## config.mk

```make
export PLATFORM = sky130hd
export DESIGN_NAME = serial_ctrl
export DESIGN_NICKNAME = d
export VERILOG_FILES = /design/src/core/serial_ctrl_pkg.sv /design/src/core/serial_ctrl.sv
export SDC_FILE = /design/constraint.sdc
export NUM_CORES = 1
export LEC_CHECK = 0
export CORE_ASPECT_RATIO = 1.4
export CORE_MARGIN = 8
export CORE_UTILIZATION = 46
export DETAILED_ROUTE_END_ITERATION = 12
export DONT_BUFFER_PORTS = 1
export SETUP_SLACK_MARGIN = 0.02
export SLEW_MARGIN = 40
export SYNTH_ARGS = -nofsm -noshare
export SYNTH_HDL_FRONTEND = slang
export SYNTH_SLANG_ARGS = --single-unit
export TNS_END_PERCENT = 100
```

## constraint.sdc

```tcl
create_clock -name i_sys_clk -period 6.1 [get_ports i_sys_clk]
set_input_delay 1.22 -clock i_sys_clk [delete_from_list [all_inputs] [get_ports i_sys_clk]]
set_output_delay 1.22 -clock i_sys_clk [all_outputs]
set_load 0.1 [all_outputs]
```

## src/core/serial_ctrl_pkg.sv

```systemverilog
package serial_ctrl_pkg;

  // ==========================================================================
  // Register addresses on the plain register port.
  // ==========================================================================
  localparam logic [1:0] ADDR_CONTROL = 2'h0;
  localparam logic [1:0] ADDR_STATUS = 2'h1;
  localparam logic [1:0] ADDR_DATA = 2'h2;
  localparam logic [1:0] ADDR_PIN_REDIRECT = 2'h3;

  // ==========================================================================
  // Control register field positions.
  // ==========================================================================
  localparam int CTL_IRQ_EN = 7;
  localparam int CTL_IFACE_EN = 6;
  localparam int CTL_LSB_FIRST = 5;
  localparam int CTL_MASTER = 4;
  localparam int CTL_CLOCK_IDLE_POLARITY = 3;
  localparam int CTL_CLOCK_SAMPLE_PHASE = 2;
  localparam int CTL_RATE_HI = 1;
  localparam int CTL_RATE_LO = 0;

  // ==========================================================================
  // Status register and pin redirect field positions.
  // ==========================================================================
  localparam int STS_DONE = 7;
  localparam int STS_WRITE_COLLISION_FLAG = 6;
  localparam int STS_DOUBLE = 0;
  localparam int PINSEL_BIT = 7;

  // ==========================================================================
  // Reset values and counts.
  // ==========================================================================
  localparam logic [7:0] CONTROL_RESET = 8'h00;
  localparam logic [7:0] BYTE_ZERO = 8'h00;
  localparam logic [3:0] BITS_PER_BYTE = 4'h8;
  localparam logic [6:0] HALF_DIV_4 = 7'h02;
  localparam logic [6:0] HALF_DIV_16 = 7'h08;
  localparam logic [6:0] HALF_DIV_64 = 7'h20;
  localparam logic [6:0] HALF_DIV_128 = 7'h40;
  localparam logic [6:0] HALF_DIV_2 = 7'h01;
  localparam logic [6:0] HALF_DIV_8 = 7'h04;
  localparam logic [6:0] HALF_DIV_32 = 7'h10;

endpackage

```

## src/core/serial_ctrl.sv

```systemverilog
// Contract
// [RQ1] Slave: select is input; low activates, miso drives; high makes all pins inputs.
// [RQ2] Slave: select rising resets bit counter and drops the partial byte.
// [RQ3] Master with select as output: select pin is plain output, no effect.
// [RQ4] Master with select input low: clear master bit, become slave, release pins.
// [RQ5] Forced drop to slave sets done flag and may raise the interrupt.
// [RQ6] Software must set master bit again after forced drop; handlers check it.
// [RQ7] Redirect bit picks primary or alternate pins, inverted on 24-pin package.
// [RQ8] Interrupt only when done flag, enable bit 7 and global enable are set.
// [RQ9] Nothing operates unless the enable bit 6 is one.
// [RQ10] Bit order bit one shifts lsb first, zero msb first.
// [RQ11] Master bit one is master, zero slave; control resets to zero.
// [RQ12] Polarity bit sets serial clock idle level high or low.
// [RQ13] Phase zero samples leading edge; phase one samples trailing edge.
// [RQ14] Rate bits divide by 4, 16, 64, 128 in master; ignored in slave.
// [RQ15] Double speed halves divisors to 2, 8, 32, 64.
// [RQ16] Shortest master clock is two clocks; external clock at most a quarter.
// [RQ17] Done flag sets per byte; cleared by vector or status read then data access.
// [RQ18] Data write during transfer sets collision; status read then data access clears.
// [RQ19] Status bits 5 to 1 read zero.
// [RQ20] Data write starts transmission; read returns receive buffer.
// [RQ21] Each bit driven on one edge and captured on the opposite edge.
// [RQ22] Master write starts clock, shifts eight bits, stops, sets done flag.
// [RQ23] Single-buffered transmit, double-buffered receive; unread byte overwritten.
// [RQ24] Slave clock and select are synchronised before edge detection.
// [RQ25] Master clock idles at polarity level when no transfer runs.
//
// Local design decisions: the strobed register port and the address map.
`timescale 1ns/10ps
`default_nettype none

module serial_ctrl #(
  parameter bit PKG_24_PIN = 1'b0
) (
  input wire logic i_sys_clk,
  input wire logic i_nrst,
  input wire logic [1:0] i_addr,
  input wire logic [7:0] i_wdata,
  input wire logic i_wr,
  input wire logic i_rd,
  output logic [7:0] o_rdata,
  input wire logic i_global_irq_en,
  input wire logic i_vector_ack,
  input wire logic i_sel_is_output,
  input wire logic i_miso_out_allowed,
  output logic o_irq,
  output logic o_use_alt_pins,
  input wire logic i_sck,
  output logic o_sck,
  output logic o_sck_oe_n,
  input wire logic i_mosi,
  output logic o_mosi,
  output logic o_mosi_oe_n,
  input wire logic i_miso,
  output logic o_miso,
  output logic o_miso_oe_n,
  input wire logic i_sel_n
);

  typedef enum logic [1:0] {ST_IDLE, ST_LEAD, ST_TRAIL} phase_t;

  typedef struct packed {
    logic [7:0] ctl;
    logic double_speed;
    logic pin_redirect_sel;
    logic done;
    logic write_collision_flag;
    logic armed;
    logic [7:0] shift;
    logic [7:0] rx_buf;
    logic [3:0] bitcnt;
    logic [6:0] divcnt;
    phase_t phase;
    logic in_bit;
    logic [1:0] sck_sync;
    logic [1:0] sel_sync;
    logic [1:0] miso_sync;
    logic [1:0] mosi_sync;
    logic sck_prev;
    logic sel_prev;
    logic [7:0] rdata;
    logic irq;
    logic use_alt;
    logic sck;
    logic sck_oe_n;
    logic mosi;
    logic mosi_oe_n;
    logic miso;
    logic miso_oe_n;
  } state_t;

  state_t st_reg;
  state_t st_next;

  logic enabled;
  logic master;
  logic clock_idle_polarity;
  logic clock_sample_phase;
  logic lsb_first;
  logic out_bit;
  logic [6:0] half_period;
  logic sck_s;
  logic sel_s;
  logic slave_active;
  logic sck_rise;
  logic sck_fall;
  logic lead_edge;
  logic trail_edge;
  logic data_access;
  logic busy;

  // ==========================================================================
  // Decoded control and synchronised pin levels.
  // ==========================================================================
  // Only the second stage of each synchroniser is read. [RQ24]
  assign enabled = st_reg.ctl[serial_ctrl_pkg::CTL_IFACE_EN];
  assign master = st_reg.ctl[serial_ctrl_pkg::CTL_MASTER];
  assign clock_idle_polarity = st_reg.ctl[serial_ctrl_pkg::CTL_CLOCK_IDLE_POLARITY];
  assign clock_sample_phase = st_reg.ctl[serial_ctrl_pkg::CTL_CLOCK_SAMPLE_PHASE];
  assign lsb_first = st_reg.ctl[serial_ctrl_pkg::CTL_LSB_FIRST];
  assign sck_s = st_reg.sck_sync[1];
  assign sel_s = st_reg.sel_sync[1];
  assign sck_rise = sck_s & ~st_reg.sck_prev;
  assign sck_fall = ~sck_s & st_reg.sck_prev;
  // Leading edge is rising for idle-low polarity, falling otherwise. [RQ12]
  assign lead_edge = clock_idle_polarity ? sck_fall : sck_rise;
  assign trail_edge = clock_idle_polarity ? sck_rise : sck_fall;
  assign slave_active = enabled & ~master & ~sel_s; // [RQ1]
  assign out_bit = lsb_first ? st_reg.shift[0] : st_reg.shift[7]; // [RQ10]
  assign data_access = (i_wr | i_rd) && i_addr == serial_ctrl_pkg::ADDR_DATA;
  assign busy = master ? st_reg.phase != ST_IDLE : st_reg.bitcnt != 4'h0;

  // Half-period of the master clock from the rate and double-speed bits.
  // Each half period is counted in system clocks; the full serial clock
  // period is twice the value picked here.
  always_comb begin
    unique case ({st_reg.double_speed, st_reg.ctl[serial_ctrl_pkg::CTL_RATE_HI],
                  st_reg.ctl[serial_ctrl_pkg::CTL_RATE_LO]})
      3'h0: half_period = serial_ctrl_pkg::HALF_DIV_4; // [RQ14]
      3'h1: half_period = serial_ctrl_pkg::HALF_DIV_16;
      3'h2: half_period = serial_ctrl_pkg::HALF_DIV_64;
      3'h3: half_period = serial_ctrl_pkg::HALF_DIV_128;
      3'h4: half_period = serial_ctrl_pkg::HALF_DIV_2; // [RQ15] [RQ16]
      3'h5: half_period = serial_ctrl_pkg::HALF_DIV_8;
      3'h6: half_period = serial_ctrl_pkg::HALF_DIV_32;
      3'h7: half_period = serial_ctrl_pkg::HALF_DIV_64;
    endcase
  end

  // ==========================================================================
  // Next-state logic for registers, shifter and pins.
  // ==========================================================================
  // One process computes the whole next state so priorities stay in one place.
  always_comb begin
    logic shift_in;
    logic byte_done;
    logic [7:0] shifted;
    logic shift_bit;
    shift_in = 1'b0;
    shift_bit = 1'b0;
    byte_done = 1'b0;
    shifted = BYTE_ZERO_F();
    st_next = st_reg;
    st_next.sck_sync = {st_reg.sck_sync[0], i_sck};
    st_next.sel_sync = {st_reg.sel_sync[0], i_sel_n};
    st_next.miso_sync = {st_reg.miso_sync[0], i_miso};
    st_next.mosi_sync = {st_reg.mosi_sync[0], i_mosi};
    st_next.sck_prev = sck_s;
    st_next.sel_prev = sel_s;

    // The clear sequence is two steps: a status read that finds a flag set arms
    // the clear, and the next data read or write then drops both flags. A byte
    // that ends in that same cycle still sets the done flag, because the
    // completion is written after the clear in this process.
    // Status read with a flag set arms the clear; the next data access clears.
    if (data_access && st_reg.armed) begin
      st_next.done = 1'b0; // [RQ17]
      st_next.write_collision_flag = 1'b0; // [RQ18]
      st_next.armed = 1'b0;
    end
    if (i_vector_ack) begin
      st_next.done = 1'b0; // [RQ17]
    end
    if (i_rd && i_addr == serial_ctrl_pkg::ADDR_STATUS && (st_reg.done | st_reg.write_collision_flag)) begin
      st_next.armed = 1'b1;
    end

    // Register writes; control resets to zero and steers all operation.
    if (i_wr) begin
      unique case (i_addr)
        serial_ctrl_pkg::ADDR_CONTROL: st_next.ctl = i_wdata; // [RQ11]
        serial_ctrl_pkg::ADDR_STATUS: st_next.double_speed = i_wdata[serial_ctrl_pkg::STS_DOUBLE];
        serial_ctrl_pkg::ADDR_PIN_REDIRECT: st_next.pin_redirect_sel = i_wdata[serial_ctrl_pkg::PINSEL_BIT];
        default: begin
          if (busy) begin
            st_next.write_collision_flag = 1'b1; // [RQ18]
          end else begin
            st_next.shift = i_wdata; // [RQ20] [RQ23]
            if (enabled && master) begin
              st_next.phase = ST_LEAD; // [RQ22]
              st_next.divcnt = 7'h00;
              st_next.bitcnt = 4'h0;
              // Phase zero puts the first bit out before the leading edge. [RQ13]
            end
          end
        end
      endcase
    end

    // Master clock generator and shifter.
    if (enabled && master && st_reg.phase != ST_IDLE) begin
      if (st_reg.divcnt + 7'h01 >= half_period) begin
        st_next.divcnt = 7'h00;
        if (st_reg.phase == ST_LEAD) begin
          st_next.sck = ~clock_idle_polarity;
          st_next.phase = ST_TRAIL;
          if (!clock_sample_phase) begin
            st_next.in_bit = st_reg.miso_sync[1]; // [RQ13] [RQ21]
          end else begin
            st_next.mosi = out_bit;
          end
        end else begin
          st_next.sck = clock_idle_polarity;
          shift_in = 1'b1;
          if (st_reg.bitcnt == serial_ctrl_pkg::BITS_PER_BYTE - 4'h1) begin
            byte_done = 1'b1;
            st_next.phase = ST_IDLE; // [RQ22]
          end else begin
            st_next.phase = ST_LEAD;
          end
        end
      end else begin
        st_next.divcnt = st_reg.divcnt + 7'h01;
      end
    end
    if (!(enabled && master && st_reg.phase != ST_IDLE)) begin
      st_next.sck = clock_idle_polarity; // [RQ25]
    end
    if (enabled && master && st_reg.phase != ST_IDLE && !clock_sample_phase && st_reg.phase == ST_LEAD) begin
      st_next.mosi = out_bit;
    end

    // Slave shifter driven by synchronised clock edges.
    // Edges are seen two cycles after the pin moves, which is why the far
    // master must keep its clock at a quarter of the system clock or slower.
    if (slave_active) begin
      if (clock_sample_phase ? trail_edge : lead_edge) begin
        st_next.in_bit = st_reg.mosi_sync[1]; // [RQ13] [RQ21]
        shift_in = 1'b1;
        if (st_reg.bitcnt == serial_ctrl_pkg::BITS_PER_BYTE - 4'h1) begin
          byte_done = 1'b1;
        end
      end
      if (!clock_sample_phase || lead_edge) begin
        st_next.miso = out_bit;
      end
    end

    // Shift the sampled bit in at the master's trailing edge or at the slave's sampling edge.
    if (shift_in) begin
      // Pick the bit that this cell captured: the master reads the far side's
      // output line, the slave reads the far master's output line. In phase
      // zero the master caught its bit at the leading edge; otherwise the bit
      // is taken now, at the master's trailing edge or at the slave's sampling edge.
      if (master && !clock_sample_phase) begin
        shift_bit = st_reg.in_bit;
      end else if (master) begin
        shift_bit = st_reg.miso_sync[1]; // [RQ13]
      end else begin
        shift_bit = sample_now();
      end
      shifted = lsb_first ? {shift_bit, st_reg.shift[7:1]} : {st_reg.shift[6:0], shift_bit};
      st_next.shift = shifted;
      st_next.bitcnt = byte_done ? 4'h0 : st_reg.bitcnt + 4'h1;
      if (byte_done) begin
        st_next.rx_buf = shifted; // [RQ23]
        st_next.done = 1'b1; // [RQ17] [RQ22]
      end
    end

    // Select going high drops the partial byte and the bit count. [RQ2]
    if (enabled && !master && sel_s && !st_reg.sel_prev) begin
      st_next.bitcnt = 4'h0;
      st_next.shift = BYTE_ZERO_F();
    end

    // Select pulled low while master with select as input forces slave role.
    if (enabled && master && !i_sel_is_output && !sel_s) begin
      st_next.ctl[serial_ctrl_pkg::CTL_MASTER] = 1'b0; // [RQ4]
      st_next.done = 1'b1; // [RQ5] [RQ6]
      st_next.phase = ST_IDLE;
      st_next.bitcnt = 4'h0;
    end

    // Interface disabled: nothing runs. [RQ9]
    if (!enabled) begin
      st_next.phase = ST_IDLE;
      st_next.bitcnt = 4'h0;
    end

    // Registered pin directions and read data.
    // The master drives clock and data out only while enabled and in master
    // role; once the role drops, both lines are released on the next edge so
    // that two masters never fight over them.
    // Select as output in master role is left to port logic. [RQ3]
    st_next.sck_oe_n = ~(enabled && master); // [RQ1]
    st_next.mosi_oe_n = ~(enabled && master);
    st_next.miso_oe_n = ~(slave_active && i_miso_out_allowed); // [RQ1]
    st_next.irq = st_next.done && st_next.ctl[serial_ctrl_pkg::CTL_IRQ_EN] && i_global_irq_en; // [RQ8] [RQ5]
    st_next.use_alt = st_reg.pin_redirect_sel ^ PKG_24_PIN; // [RQ7]
    st_next.rdata = serial_ctrl_pkg::BYTE_ZERO;
    if (i_rd) begin
      unique case (i_addr)
        serial_ctrl_pkg::ADDR_CONTROL: st_next.rdata = st_reg.ctl;
        serial_ctrl_pkg::ADDR_STATUS: st_next.rdata = {st_reg.done, st_reg.write_collision_flag, 5'h00, st_reg.double_speed}; // [RQ19]
        serial_ctrl_pkg::ADDR_DATA: st_next.rdata = st_reg.rx_buf; // [RQ20]
        default: st_next.rdata = {st_reg.pin_redirect_sel, 7'h00};
      endcase
    end
  end

  // Bit caught for the current slave sample.
  function automatic logic sample_now();
    sample_now = st_reg.mosi_sync[1];
  endfunction

  function automatic logic [7:0] BYTE_ZERO_F();
    BYTE_ZERO_F = serial_ctrl_pkg::BYTE_ZERO;
  endfunction

  // ==========================================================================
  // Limitations.
  // ==========================================================================
  // The master sees its input line through the two-stage synchroniser, so a
  // bit placed on the line by the far side reaches the sampling point two
  // cycles late. At the two fastest rates the sample can therefore miss the
  // bit that was just set up; a rate of sixteen or slower leaves ample margin.
  // The redirect output only tells the port logic which pin set to use; the
  // programming port sits on the alternate set whatever this bit says.

  // ==========================================================================
  // State register.
  // ==========================================================================
  // Every flop resets to a constant; idle pins released.
  always_ff @(posedge i_sys_clk or negedge i_nrst) begin
    if (!i_nrst) begin
      st_reg <= '0;
      st_reg.ctl <= serial_ctrl_pkg::CONTROL_RESET; // [RQ11]
      st_reg.phase <= ST_IDLE;
      st_reg.sck_oe_n <= 1'b1;
      st_reg.mosi_oe_n <= 1'b1;
      st_reg.miso_oe_n <= 1'b1;
      st_reg.sel_sync <= 2'h3;
      st_reg.sel_prev <= 1'b1;
      st_reg.use_alt <= PKG_24_PIN;
    end else begin
      st_reg <= st_next;
    end
  end

  // Outputs come straight from the state flops.
  assign o_rdata = st_reg.rdata;
  assign o_irq = st_reg.irq;
  assign o_use_alt_pins = st_reg.use_alt;
  assign o_sck = st_reg.sck;
  assign o_sck_oe_n = st_reg.sck_oe_n;
  assign o_mosi = st_reg.mosi;
  assign o_mosi_oe_n = st_reg.mosi_oe_n;
  assign o_miso = st_reg.miso;
  assign o_miso_oe_n = st_reg.miso_oe_n;

endmodule

`default_nettype wire

```

==> Word-level counts from Yosys, hierarchy flattened <==
Memory sizes are Yosys's and may differ from the RTL's.
Cells that the tools add are included.
{ "word_totals": {"register_bits": 68, "latchBits": 0, "mem_bits_rw": 0, "romBits": 56, "inputBits": 22, "mem_count": 1} }
{ "mem_list": {"columns": ["name", "words", "word_bits", "rd", "rd_clocked_by_memory_dff", "wr", "line", "text"], "rows": [
  ["(name not given)", 8, 7, 1, 0, 0, "serial_ctrl.sv:137", "unique case ({st_reg.double_speed, st_reg.ctl[serial_ctrl_pkg::CTL_RATE_HI],"]
]} }
{ "classes": {"addsub": 2, "mul": 0, "div": 0, "magnitude_cmp": 1, "eq_ne": 14, "shift": 0, "n_mux": 69, "bitwise_logic": 13, "n_reduce_logical": 47} }
{ "ops": {"columns": ["op", "n"], "rows": [
  ["two-way mux 8 bit", 8],
  ["two-way mux 13 bit", 4],
  ["two-way mux 1 bit", 43],
  ["one-hot mux 8 bit (3 select lines)", 1],
  ["two-way mux 10 bit", 2],
  ["two-way mux 20 bit", 1],
  ["nonzero test 2 bit", 10],
  ["logical AND 1 bit", 17],
  ["two-way mux 4 bit", 4],
  ["inequality test 5 x 2 -> 1 bit (second input constant)", 3],
  ["AND reduction 2 bit", 6],
  ["AND reduction 4 bit", 3],
  ["adder 7 x 1 -> 7 bit (second input constant)", 1],
  ["greater-or-equal comparator 7 bit", 1],
  ["two-way mux 7 bit", 1],
  ["inverter 1 bit", 7],
  ["two-way mux 2 bit", 3],
  ["two-way mux 3 bit", 2],
  ["inequality test 2 x 1 -> 1 bit (second input constant)", 3],
  ["inequality test 3 x 1 -> 1 bit (second input constant)", 2],
  ["zero test 1 bit", 5],
  ["inequality test 5 x 1 -> 1 bit (second input constant)", 1],
  ["adder 4 x 1 -> 4 bit (second input constant)", 1],
  ["bitwise AND 1 bit", 4],
  ["10 further kinds", 13]
]} }

==> Depth between registers and ports, before layout <==
{ "logic_depth": {"word_depth": 13, "ltp_mapped": 11, "ltp_nobuf": 10} }

==> Worst setup path before layout <==
Ideal clock, no wire load.
{ "synth_path": {"kind": "reg2reg", "from": "register st_reg[29] (netlist bit)", "to": "register st_reg[27] (netlist bit)", "setup_time_ns": 0.123, "t_arrival_ns": 2.575, "t_required_ns": 5.977, "setup_slack_ns": 3.402, "path_stages_with_launch": 11, "n_path_buf": 0, "period_less_slack_ns": 2.698, "path_cell_list": "dfrtp_1 -> ha_1 -> nand3_1 -> xnor2_1 -> ha_1 -> a21o_1 -> a21oi_1 -> o21ai_1 -> a21oi_2 -> mux2_2 -> o221a_2"} }
{ "synth_lines": {"columns": ["item", "line", "text"], "rows": [
  ["start, declared", "serial_ctrl.sv:92", "state_t st_reg;"],
  ["start signal, assigned", "serial_ctrl.sv:357", "st_reg <= st_next;"]
]} }

==> results.toml <==
[outcome]
status = "completed"

[setup_path]
required_ns = 6.34
crit_type = "reg -> reg"
r2r_cells = 10
crit_arrival_ns = 3.33
cp_max_fo = 27
cp-start-kind = "register"
cp-startpoint = "st_reg[29]"
end_kind = "register"
cp-endpoint = "st_reg[58]"
regToRegSetupSlack_ns = 3.00
r2r_start = "st_reg[29]"
r2r-end = "st_reg[58]"

[cts]
cts_hold_buf = 0
cts_tree = "built"
cts_sinks = 68
clock_path_buffers = 2
clkTransAtPathRegs_ns = 0.08
cts_resized = 0
cts_root_buf = "clkbuf_8"
clk_latency_ns = 0.36
cts_setup_buffers = 0
cts_made_buffers = 9
ctsHtreeMaxLevel = 3

[floorplan]
die_area_um2 = 10700
io_pins = 38
dieWidth_um = 89.9
start_util_pct = 47.7
core_um2 = 7360
rows = 37
die_y_um = 119

[power]
p_total_mw = 1.45
cellLeakagePower_nw = 1.65
power.density_nw_per_um2 = 388
vdd_ir_drop_max_uv = 217

[sta]
setup_viol = 0
slew_violations = 0
hold_viol_final = 0
relSlewSlack_pct = 41.8
setup-tns-final_ns = 0
hold_ws_ns = 0.353
min_period_ns = 3.10
skew_ns = 0.00747
fmax_ghz = 0.323
fin_crit_sh_pct = 50.8
rsz0062_at_grt = "false"
worst_pin_slew_ns = 0.874

[place]
io_buffers = 0
placed_area_um2 = 3520
routabilityCongestion = 0.792
hpwl_um = 5260

[synthesis]
synth_seq_cells = 68
syn_nets = 348
ys.warnings.count = 0
synth_edf_count = 0
synthesis.area_um2 = 3510
yosysUniqueCellTypes = 50
syn_area_per_cell_um2 = 11.1
ys_dominant_reg_cell = "dfrtp_1"
syn-instance-count = 316
synth-seq-area-share_pct = 48.6
synthArstFlopShare_pct = 100

[layout]
multi_input_area_um2 = 1660
nets = 337
diodes = 0
fillers = 653
drive_gt1_share_pct = 21.6
regArea_um2 = 1720
largest_reg_flops = 41
areaGrowthSynthToFinish_pct = 6.13
postLayoutCellArea_um2 = 3730

[global_routing]
grt_max_degree = 69
grtUsageTotal_pct = 14.6
grt_first_pass_wirelength_um = 12300
first_global_vias = 2386
grt_remaining_overflow = 0
antenna_found_initial = 0

[detailed_routing]
routed-via-count = 2315
firstDrtPassIters = 4
ant_nets = 0
drt-wirelength-per-cell_um = 18.1
viasPerCell = 5.69
wirelength_um = 7380
first_iter_violations = 111
route.detailed.drc = 0

[min_path]
worstHoldPathType = "reg -> reg"

[job]
drv_cap = 0
stage by stage:
| stage | cells | worst slack (ns) | utilization [%] |
|---|---|---|---|
| after floorplan | 316 | 3.40 | - |
| after global placement | 391 | 3.07 | 47.6 |
| after detailed placement | 391 | 3.04 | 47.8 |
| after CTS | 407 | 3.01 | 50.5 |
| after global routing | 407 | 2.76 | 50.6 |
| final | 407 | 3.00 | 50.6 |
routing by layer:
layer  up-vias  global-route usage (%)  routed length [um]
li1       1112                       -                   -
met1      1148                    16.6                3240
met2        39                    23.5                3590
met3        16                    4.78                 340
met4         0                    8.78                 211
met5         -                       0                   0
cell usage in the layout (no fill, tap or decap), types with 7 or more instances in the layout:
cell and count:
a211oi_1 10, a21oi_1 7, clkbuf_8 10, dfrtp_1 58
ha_1 10, mux2_2 28, mux2i_1 20, nand2_1 19
nand3_1 12, nand3b_1 9, nor2_1 29, o21ai_0 8
critical path, cell delays in order (launching register included):
cell and delay [ns]:
dfrtp_1 0.43, ha_1 0.29, nand3_1 0.12, xnor2_1 0.20, ha_1 0.28, a21o_1 0.18
a21oi_1 0.13, o21ai_1 0.19, a21oi_4 0.61, nor2_4 0.15, or3_1 0.40
power by group:
group	leakage, nW	internal [mW]	switching, mW	total (mW)
logic	0.698	0.167	0.158	0.325
registers	0.857	0.531	0.211	0.741
clock network	0.0999	0.201	0.180	0.381
total	1.65	0.899	0.549	1.45
synth_stat cells (all sizes together), types with 2 or more instances:
cell type | number | area [um2]
nor3 | 2 | 10.0
nor2b | 2 | 12.5
or3 | 5 | 31.3
ha | 10 | 125
o21ai | 9 | 45.0
clkbuf | 7 | 26.3
a211oi | 10 | 75.1
xor2 | 3 | 26.3
nand2 | 19 | 71.3
xnor2 | 4 | 35.0
inv | 6 | 22.5
a31oi | 5 | 31.3
dfrtp | 63 | 1580
nand3 | 12 | 60.1
mux2 | 29 | 330
o221a | 2 | 22.5
nand3b | 9 | 67.6
a21o | 2 | 15.0
nor2 | 30 | 120
a21oi | 9 | 60.1
dfstp | 5 | 131
buf | 15 | 103
and2 | 5 | 31.3
nor3b | 3 | 27.5
a22o | 5 | 43.8
o31ai | 5 | 37.5
or3b | 3 | 26.3
mux2i | 20 | 200
nand2b | 4 | 25.0
logic make-up after synthesis:
group           count (synthesis)  share of synthesized area, %
compound gates                 54                          11.2
xor+xnor                        7                          1.75
fa+ha+maj                      10                          3.56
buf+inv                        28                          4.31
flops                          68                          48.6
mux                            50                          15.7
simple gates                   99                          14.9
how the worst min path moves through the flow:
stage                            from          to  slack, ns  depth (start not counted)
after detailed placement  st_next[19]  st_reg[19]       0.34                          0
after floorplan           st_next[25]       sck_s       0.33                          0
after global routing      st_next[23]       sel_s       0.36                          0
final                     st_next[19]  st_reg[19]       0.35                          0
after CTS                 st_next[19]  st_reg[19]       0.36                          0
after global placement    st_next[19]  st_reg[19]       0.34                          0
cell type report:
type                            instances  area share [%]
Sequential cell                        68            46.1
Multi-Input combinational cell        220            44.6
Clock buffer                           11            3.79
Tap cell                               97            3.26
Clock inverter                          5            1.61
Inverter                                6           0.604
No activity file was read; power rests on OpenSTA's default activity.
